`src/logic/dcdwp_pkg.sv`:
```
// Shared constants for the two-channel converter write port.
// Assumes both ends run on the same ref_clk and import this package.
package dcdwp_pkg;

	// Layout of the 32-point output image
	localparam int IMG_W = 32;
	localparam int DATA_W = 16;
	localparam int DATA_LSB = 0;
	localparam int SEL1_BIT = 16; // Channel 1 select, low selects
	localparam int SEL2_BIT = 17; // Channel 2 select, low selects
	localparam int SPARE_LSB = 18;
	localparam int SPARE_W = IMG_W - SPARE_LSB;

	// Select line levels
	localparam logic SEL_ON = 1'b0;
	localparam logic SEL_OFF = 1'b1;

	// Code range and current-output scaling, in microamps
	localparam logic [31:0] CODE_MAX = 32'h0000ffff;
	localparam logic [31:0] UA_ZERO = 32'h00000fa0; // 4 mA
	localparam logic [31:0] UA_SPAN = 32'h00003e80; // 16 mA
	localparam int UA_W = 15;

	// BCD digit layout for host-side conversion
	localparam int BCD_DIGITS = 4;
	localparam int BCD_DIGIT_W = 4;
	localparam logic [15:0] BCD_RADIX = 16'h000a;

	// How the host feeds the two channels
	typedef enum logic [1:0] {
		DCDWP_MUX,
		DCDWP_POINTER,
		DCDWP_ONLY1,
		DCDWP_BOTH
	} dcdwp_mode_t;

	// Host sequencer states
	typedef enum logic [1:0] {
		HST_IDLE,
		HST_SECOND,
		HST_CLOSE
	} dcdwp_hstate_t;

endpackage

```
`src/logic/dcdwp_if.sv`:
```
// Output-image link between the scanning host and the converter module.
// Assumes a single clock; the host drives every signal, the module only listens.
`timescale 1ns/1ps
`default_nettype none
interface dcdwp_if;
	import dcdwp_pkg::*;

	// Image word, valid while write_stb is high
	logic [IMG_W-1:0] image;
	// High one cycle per write, two cycles running in a pointer scan: image holds a write
	logic write_stb;
	// One-cycle pulse: the host scan is over
	logic scan_end;

	modport host (
		output image,
		output write_stb,
		output scan_end
	);

	modport device (
		input image,
		input write_stb,
		input scan_end
	);
endinterface
`default_nettype wire

```
`src/logic/dcdwp_device.sv`:
```
// Module end of the write port: latches codes into two channels and
// refreshes both converter outputs once per host scan.
// Assumes the host drives the link from logic on the same ref_clk.
//
// Functional notes
// - Host writes plain binary codes only
// - Select1 low on write loads channel 1
// - Select2 high leaves channel 2 untouched
// - Both selects low load both channels
// - Host alternates channels on the scan toggle
// - Channel 2 scan: select2 low, select1 high
// - Image: 32 points, 16 data, 2 select
// - Multiplexing one channel per scan; pointer both
// - Current equals 4 plus 16 D/65535 mA
// - Low select means selected, high not
// - Both outputs refreshed every scan from held values
`timescale 1ns/1ps
`default_nettype none
module dcdwp_device #(
	parameter bit CURRENT_VARIANT = 1'b1
) (
	input wire logic ref_clk,
	input wire logic rstn,
	dcdwp_if.device link,
	output logic [dcdwp_pkg::DATA_W-1:0] ch1_code,
	output logic [dcdwp_pkg::DATA_W-1:0] ch2_code,
	output logic [dcdwp_pkg::UA_W-1:0] ch1_ua,
	output logic [dcdwp_pkg::UA_W-1:0] ch2_ua,
	output logic refresh,
	output logic ch1_fresh,
	output logic ch2_fresh,
	output logic multi_update,
	output logic spare_set
);
	import dcdwp_pkg::*;

	// Held channel values, separate from the converter registers
	logic [DATA_W-1:0] held1;
	logic [DATA_W-1:0] held2;
	logic [DATA_W-1:0] next_held1;
	logic [DATA_W-1:0] next_held2;
	// Per-scan bookkeeping
	logic pend1;
	logic pend2;
	logic pend_multi;
	logic next_pend1;
	logic next_pend2;
	logic next_pend_multi;
	logic spare_seen;
	logic next_spare_seen;
	// Converter-side registers
	logic [DATA_W-1:0] next_ch1_code;
	logic [DATA_W-1:0] next_ch2_code;
	logic [UA_W-1:0] next_ch1_ua;
	logic [UA_W-1:0] next_ch2_ua;
	logic next_refresh;
	logic next_ch1_fresh;
	logic next_ch2_fresh;
	logic next_multi_update;
	logic next_spare_set;
	// Decoded write
	logic [DATA_W-1:0] wr_data;
	logic wr1;
	logic wr2;
	// Write that carries a nonzero spare point
	logic spare_wr;

	// Code to loop current, all 16 bits kept; exact integer division so
	// the 0 and full-scale codes land on 4 mA and 20 mA with no rounding
	function automatic logic [UA_W-1:0] code_to_ua(input logic [DATA_W-1:0] code);
		logic [31:0] prod;
		logic [31:0] ua;
		prod = {{(32-DATA_W){1'b0}}, code} * UA_SPAN;
		ua = UA_ZERO + prod / CODE_MAX;
		return ua[UA_W-1:0];
	endfunction

	// Pick the image apart; the code is taken as plain binary
	always_comb begin
		wr_data = link.image[DATA_LSB +: DATA_W];
		wr1 = link.write_stb && (link.image[SEL1_BIT] == SEL_ON);
		wr2 = link.write_stb && (link.image[SEL2_BIT] == SEL_ON);
	end

	// Spare points carry no meaning; a nonzero one is only reported, so a
	// host that packs stray bits into the image shows up without harm
	always_comb begin
		spare_wr = link.write_stb && (link.image[SPARE_LSB +: SPARE_W] != '0);
	end

	// Channel latches: a high select leaves its channel as it was, so an
	// image with both selects high changes nothing
	always_comb begin
		next_held1 = held1;
		next_held2 = held2;
		if (wr1) begin
			next_held1 = wr_data;
		end
		if (wr2) begin
			next_held2 = wr_data;
		end
	end

	// Held values survive across scans; only a write with a low select moves them
	always_ff @(posedge ref_clk or negedge rstn) begin
		if (!rstn) begin
			held1 <= '0;
			held2 <= '0;
		end else begin
			held1 <= next_held1;
			held2 <= next_held2;
		end
	end

	// Scan bookkeeping: a write in the very cycle of scan_end still counts
	// toward the closing scan, so no update is ever lost from the report
	always_comb begin
		next_pend1 = pend1 | wr1;
		next_pend2 = pend2 | wr2;
		next_pend_multi = pend_multi | ((pend1 | pend2) & (wr1 | wr2)) | (wr1 & wr2);
		next_spare_seen = spare_seen;
		if (spare_wr) begin
			next_spare_seen = 1'b1;
		end
		if (link.scan_end) begin
			next_pend1 = 1'b0;
			next_pend2 = 1'b0;
			next_pend_multi = 1'b0;
			next_spare_seen = 1'b0;
		end
	end

	// Bookkeeping flags, cleared at every scan end
	always_ff @(posedge ref_clk or negedge rstn) begin
		if (!rstn) begin
			pend1 <= 1'b0;
			pend2 <= 1'b0;
			pend_multi <= 1'b0;
			spare_seen <= 1'b0;
		end else begin
			pend1 <= next_pend1;
			pend2 <= next_pend2;
			pend_multi <= next_pend_multi;
			spare_seen <= next_spare_seen;
		end
	end

	// Converter refresh: both outputs reload from the held values at every
	// scan end, whether or not a channel got new data
	always_comb begin
		next_ch1_code = ch1_code;
		next_ch2_code = ch2_code;
		next_ch1_ua = ch1_ua;
		next_ch2_ua = ch2_ua;
		next_refresh = 1'b0;
		next_ch1_fresh = ch1_fresh;
		next_ch2_fresh = ch2_fresh;
		next_multi_update = multi_update;
		next_spare_set = spare_set;
		if (link.scan_end) begin
			next_ch1_code = next_held1;
			next_ch2_code = next_held2;
			next_refresh = 1'b1;
			// Fresh flags report which channels took data during this scan
			next_ch1_fresh = pend1 | wr1;
			next_ch2_fresh = pend2 | wr2;
			// More than one write, or one write to both channels, in a scan: pointer or broadcast use
			next_multi_update = pend_multi | ((pend1 | pend2) & (wr1 | wr2)) | (wr1 & wr2);
			// A write landing with scan_end itself still counts for the flag
			next_spare_set = spare_seen | spare_wr;
			// Voltage builds have no current loop, so those outputs stay at zero
			if (CURRENT_VARIANT) begin
				next_ch1_ua = code_to_ua(next_held1);
				next_ch2_ua = code_to_ua(next_held2);
			end else begin
				next_ch1_ua = '0;
				next_ch2_ua = '0;
			end
		end
	end

	// Reset starts the loops at code zero, i.e. 4 mA on the current variant
	always_ff @(posedge ref_clk or negedge rstn) begin
		if (!rstn) begin
			ch1_code <= '0;
			ch2_code <= '0;
			ch1_ua <= CURRENT_VARIANT ? UA_ZERO[UA_W-1:0] : '0;
			ch2_ua <= CURRENT_VARIANT ? UA_ZERO[UA_W-1:0] : '0;
			refresh <= 1'b0;
			ch1_fresh <= 1'b0;
			ch2_fresh <= 1'b0;
			multi_update <= 1'b0;
			spare_set <= 1'b0;
		end else begin
			ch1_code <= next_ch1_code;
			ch2_code <= next_ch2_code;
			ch1_ua <= next_ch1_ua;
			ch2_ua <= next_ch2_ua;
			refresh <= next_refresh;
			ch1_fresh <= next_ch1_fresh;
			ch2_fresh <= next_ch2_fresh;
			multi_update <= next_multi_update;
			spare_set <= next_spare_set;
		end
	end

endmodule
`default_nettype wire

```
`src/flat_wrapper.sv`:
```
// flat-port wrapper written by rule: the top's interface ports become plain ports
module dcdwp_device_flat import dcdwp_pkg::*;
#(
	parameter bit CURRENT_VARIANT = 1'b1
)
  (ref_clk, rstn, ch1_code, ch2_code, ch1_ua, ch2_ua, refresh, ch1_fresh, ch2_fresh, multi_update, spare_set, link_image, link_write_stb, link_scan_end);
  dcdwp_if link_i ();
  input wire logic ref_clk;
  input wire logic rstn;
  output logic [dcdwp_pkg::DATA_W-1:0] ch1_code;
  output logic [dcdwp_pkg::DATA_W-1:0] ch2_code;
  output logic [dcdwp_pkg::UA_W-1:0] ch1_ua;
  output logic [dcdwp_pkg::UA_W-1:0] ch2_ua;
  output logic refresh;
  output logic ch1_fresh;
  output logic ch2_fresh;
  output logic multi_update;
  output logic spare_set;
  input wire logic [$bits(link_i.image)-1:0] link_image;
  input wire logic [$bits(link_i.write_stb)-1:0] link_write_stb;
  input wire logic [$bits(link_i.scan_end)-1:0] link_scan_end;
  assign link_i.image = link_image;
  assign link_i.write_stb = link_write_stb;
  assign link_i.scan_end = link_scan_end;
  dcdwp_device #(.CURRENT_VARIANT(CURRENT_VARIANT)) u_core (.ref_clk(ref_clk), .rstn(rstn), .link(link_i), .ch1_code(ch1_code), .ch2_code(ch2_code), .ch1_ua(ch1_ua), .ch2_ua(ch2_ua), .refresh(refresh), .ch1_fresh(ch1_fresh), .ch2_fresh(ch2_fresh), .multi_update(multi_update), .spare_set(spare_set));
endmodule
```
`config.mk`:
```
export PLATFORM = sky130hd
export DESIGN_NAME = dcdwp_device_flat
export DESIGN_NICKNAME = d
export VERILOG_FILES = /design/src/logic/dcdwp_pkg.sv /design/src/logic/dcdwp_if.sv /design/src/logic/dcdwp_device.sv /design/src/flat_wrapper.sv
export SDC_FILE = /design/constraint.sdc
export NUM_CORES = 1
export LEC_CHECK = 0
export BUFFER_PORTS_ARGS = -buffer_cell sky130_fd_sc_hd__clkbuf_2
export CORE_MARGIN = 3
export CORE_UTILIZATION = 63
export DETAILED_ROUTE_END_ITERATION = 7
export PLACE_DENSITY = 0.85
export SLEW_MARGIN = 5
export SYNTH_ARGS = -nofsm -noshare
export SYNTH_HDL_FRONTEND = slang
export SYNTH_SLANG_ARGS = --single-unit
```
`constraint.sdc`:
```
create_clock -name ref_clk -period 20.5 [get_ports ref_clk]
set_input_delay 2.05 -clock ref_clk [delete_from_list [all_inputs] [get_ports ref_clk]]
set_output_delay 2.05 -clock ref_clk [all_outputs]
set_load 0.1 [all_outputs]
```
==> impl_summary.log <==
[metrics] Max Clock Freq: 51.0 MHz
[metrics] maximum number of buffers from clock root to sink: 2
[metrics] fraction of synthesized cell area taken by the top area cell type: 11.1%
[metrics] number of global-route vias before repair: 20.9k
[metrics] clock tree from TritonCTS: built
[metrics] pin count of the biggest net entering global routing: 76
[metrics] commonest non-fill, non-tap cell in the layout: nor2_1
[metrics] most area-consuming cells after synthesis: dfrtp_1 11%, fa_1 9.3%, ha_1 6.9%
[metrics] launch instance of the worst register-to-register path: u_core.held2[11]
[metrics] net count of the mapped netlist: 2880
[metrics] Worst Max-Slew Pin Slew: 0.850 ns
[metrics] Final Max Tran Viols: 0
[metrics] Mean Syn Cell Area: 7.82 sq um
[metrics] sink of the worst hold path: u_core.ch2_ua[5]
[metrics] Data required, critical path: 20.76 ns
[metrics] EDFF count, synth: 0
[metrics] worst hold path startpoint: u_core.ch2_ua[5]
[metrics] HPWL Detailed: 52200 um
[metrics] Clock Skews: 0.0213 ns
[metrics] gate count of the mapped netlist: 2635
[metrics] clock latency at the later pin of the worst-skew pair: 0.39 ns
[metrics] cell total after placement: 3192
[metrics] number of distinct standard cells referenced by the synthesized netlist: 141
[metrics] clk root buf: clkbuf_16
[metrics] category of the worst setup path capture point: flop
[metrics] result of the run: finished clean
[metrics] Hold Crit Depth: 2
[metrics] Critical Path AT: 19.88 ns
[metrics] count of warnings emitted by yosys: 0
[metrics] Post-CTS Hold Fix Bufs: 0
[metrics] Core Region: 31900 sq um
[metrics] vias per inst: 6.83
[metrics] Hold Crit Class: reg2reg
[metrics] number of antenna-violating nets in the routed design: 0
[metrics] total DRC errors in the routed layout: 0
[metrics] layout cell share with drive strength beyond 1: 16.8%
[metrics] Final setup viols: 0
[metrics] row count: 65
[metrics] total clock sinks: 103
[metrics] Critical Path Most Common Cell: inv_1
[metrics] Critical Path Start Type: input port
[metrics] wire length of the first global-routing pass: 106000 um
[metrics] min cycle time layout: 19.61 ns
[metrics] CTS buffer count: 9
[metrics] full die area: 34900 sq um
[metrics] number of placed I/O pins: 103
[metrics] Port Buffers: 102
[metrics] post-synthesis sequential area ratio: 12.6%
[metrics] CTS H-Tree Depth: 3
[metrics] routed vias: 22.0k
[metrics] asr flop ratio synth: 100%
[metrics] slack of the worst reg-to-reg path: 2.85 ns
[metrics] number of nets at the end of the flow: 3029
[metrics] drt total wl: 65900 um
[metrics] cell area after synthesis: 20600 sq um
[metrics] Synth Register Bits: 103
[metrics] max_slew headroom: 42.6%
[metrics] Starting Density: 64.6%
[metrics] fin crit share: 95.7%
[metrics] area growth from synthesis to layout: 10.9%
[metrics] width of the die: 187 um
[metrics] DIE HEIGHT: 187 um
[metrics] number of violations of the max-capacitance limit: 0
[metrics] first-pass detailed-route iteration total: 6
[metrics] Final GP Congestion: 1.02
[metrics] total routing resource utilization after global routing: 36.1%
[metrics] kind of critical path: in2reg
[metrics] predominant post-synthesis flop cell: dfrtp_1
[metrics] final count of hold timing violations: 0
[metrics] post-CTS clock slew at the launch and capture registers of the worst setup and hold paths: 0.09 ns
[metrics] worst reg2reg path depth: 69
[metrics] cell with the biggest individual delay on the critical path: or4_1
[metrics] commonest non-fill, non-tap cells in the layout: 221 x nor2_1, 208 x nand2_1, 189 x inv_1
[metrics] number of antenna violations at the first check in global routing: 0
[metrics] average routed wire per standard cell: 20.5 um
[metrics] total overflow reported by the global router: 0
[metrics] DRT iter0 DRCs: 2585
[metrics] antenna cell count: 0
[metrics] worst-path fanout max: 10
[metrics] Finished Layout Cells: 3224
[metrics] delay of the slowest cell on the worst path: 0.68 ns
[metrics] cell accounting for the most synthesized area: dfrtp_1
[metrics] worst setup slack after layout: 0.886 ns
[metrics] r2r endpoint: u_core.ch2_ua[0]
[metrics] worst slack after detailed placement: -0.264 ns
==> cell type report <==
type / instances / area [sq um]
clock buffer: 9 / 225
clock inverter: 7 / 76.3
fill: 2532 / 9040
inverter: 192 / 727
multi-input combinational: 2256 / 17300
sequential: 103 / 2590
tap: 435 / 544
timing repair buffer: 222 / 1420
==> worst max-delay path by stage <==
stage / from / to / slack (ns) / cells after the start
detailed placement: link_write_stb / u_core.ch1_ua[0] / -0.26 / 74
global placement: link_image[17] / u_core.ch2_ua[0] / 0.62 / 66
global route: link_image[17] / u_core.ch2_ua[0] / -0.09 / 72
finish: link_image[17] / u_core.ch2_ua[0] / 0.89 / 73
CTS: link_write_stb / u_core.ch1_ua[0] / 0.03 / 73
floorplan: link_write_stb / u_core.ch1_ua[0] / 0.85 / 77
==> flip-flops by register name, summed over array words and instances, names as in the netlist <==
name                 count
u_core.ch1_code         16
u_core.ch1_fresh         1
u_core.ch1_ua           15
u_core.ch2_code         16
u_core.ch2_fresh         1
u_core.ch2_ua           15
u_core.held1            16
u_core.held2            16
u_core.multi_update      1
u_core.pend1             1
u_core.pend2             1
u_core.pend_multi        1
u_core.refresh           1
u_core.spare_seen        1
u_core.spare_set         1
==> worst max-delay path: cells and delay by family <==
family	cells	cell delay, ns
AND/OR/NAND/NOR	24	6.31
multiplexers	2	0.59
AO/OA/AOI/OAI	16	4.36
buffers and inverters	14	1.58
XOR/XNOR	6	1.28
adder cells (fa/ha/maj)	11	3.70
==> per-layer routing <==
layer	global-route usage, %	vias to the layer above	share of wire, %
li1	-	10138	-
met1	47.3	10500	40
met2	60.4	1156	47
met3	4.44	225	8.1
met4	15.5	0	4.4
met5	0	-	0
==> Yosys cell counts, drive strengths merged, types with 42 or more instances <==
| cell type | number |
|---|---|
| nor4 | 45 |
| nand2 | 208 |
| o211ai | 46 |
| fa | 96 |
| a31oi | 49 |
| xor2 | 47 |
| and2 | 47 |
| buf | 42 |
| inv | 191 |
| clkbuf | 43 |
| a21o | 47 |
| a21oi | 199 |
| xnor2 | 105 |
| or2 | 42 |
| nor2 | 226 |
| o21ai | 137 |
| mux2i | 54 |
| nor3 | 89 |
| nand4 | 56 |
| ha | 113 |
| dfrtp | 91 |
| nand3 | 92 |
==> cells by family after synthesis <==
kind of cell    count (synthesis)  share of synthesized area, %
simple gates                 1021                          27.4
compound gates                785                          27.2
buf+inv                       277                          5.39
fa+ha+maj                     213                          16.4
xor+xnor                      154                          6.82
flops                         103                          12.6
mux                            82                          4.21
==> metrics by stage <==
stage	TNS, ns	area, sq um	hold WS (ns)	util [%]
floorplan	0	20600	0.449	-
global placement	0	22100	0.453	69.2
detailed placement	-0.329	22100	0.475	69.2
CTS	0	22400	0.489	70.1
global route	-0.129	22800	0.531	71.6
finish	0	22800	0.483	71.6
==> timing repair <==
action	in CTS	in global routing
endpoints found under the setup margin	0	5
resized for setup	0	63
buffers inserted	0	15
Power is left out: the tool's default activity adds up to more than one toggle a clock period on the data nets, which glitch-free logic cannot reach.
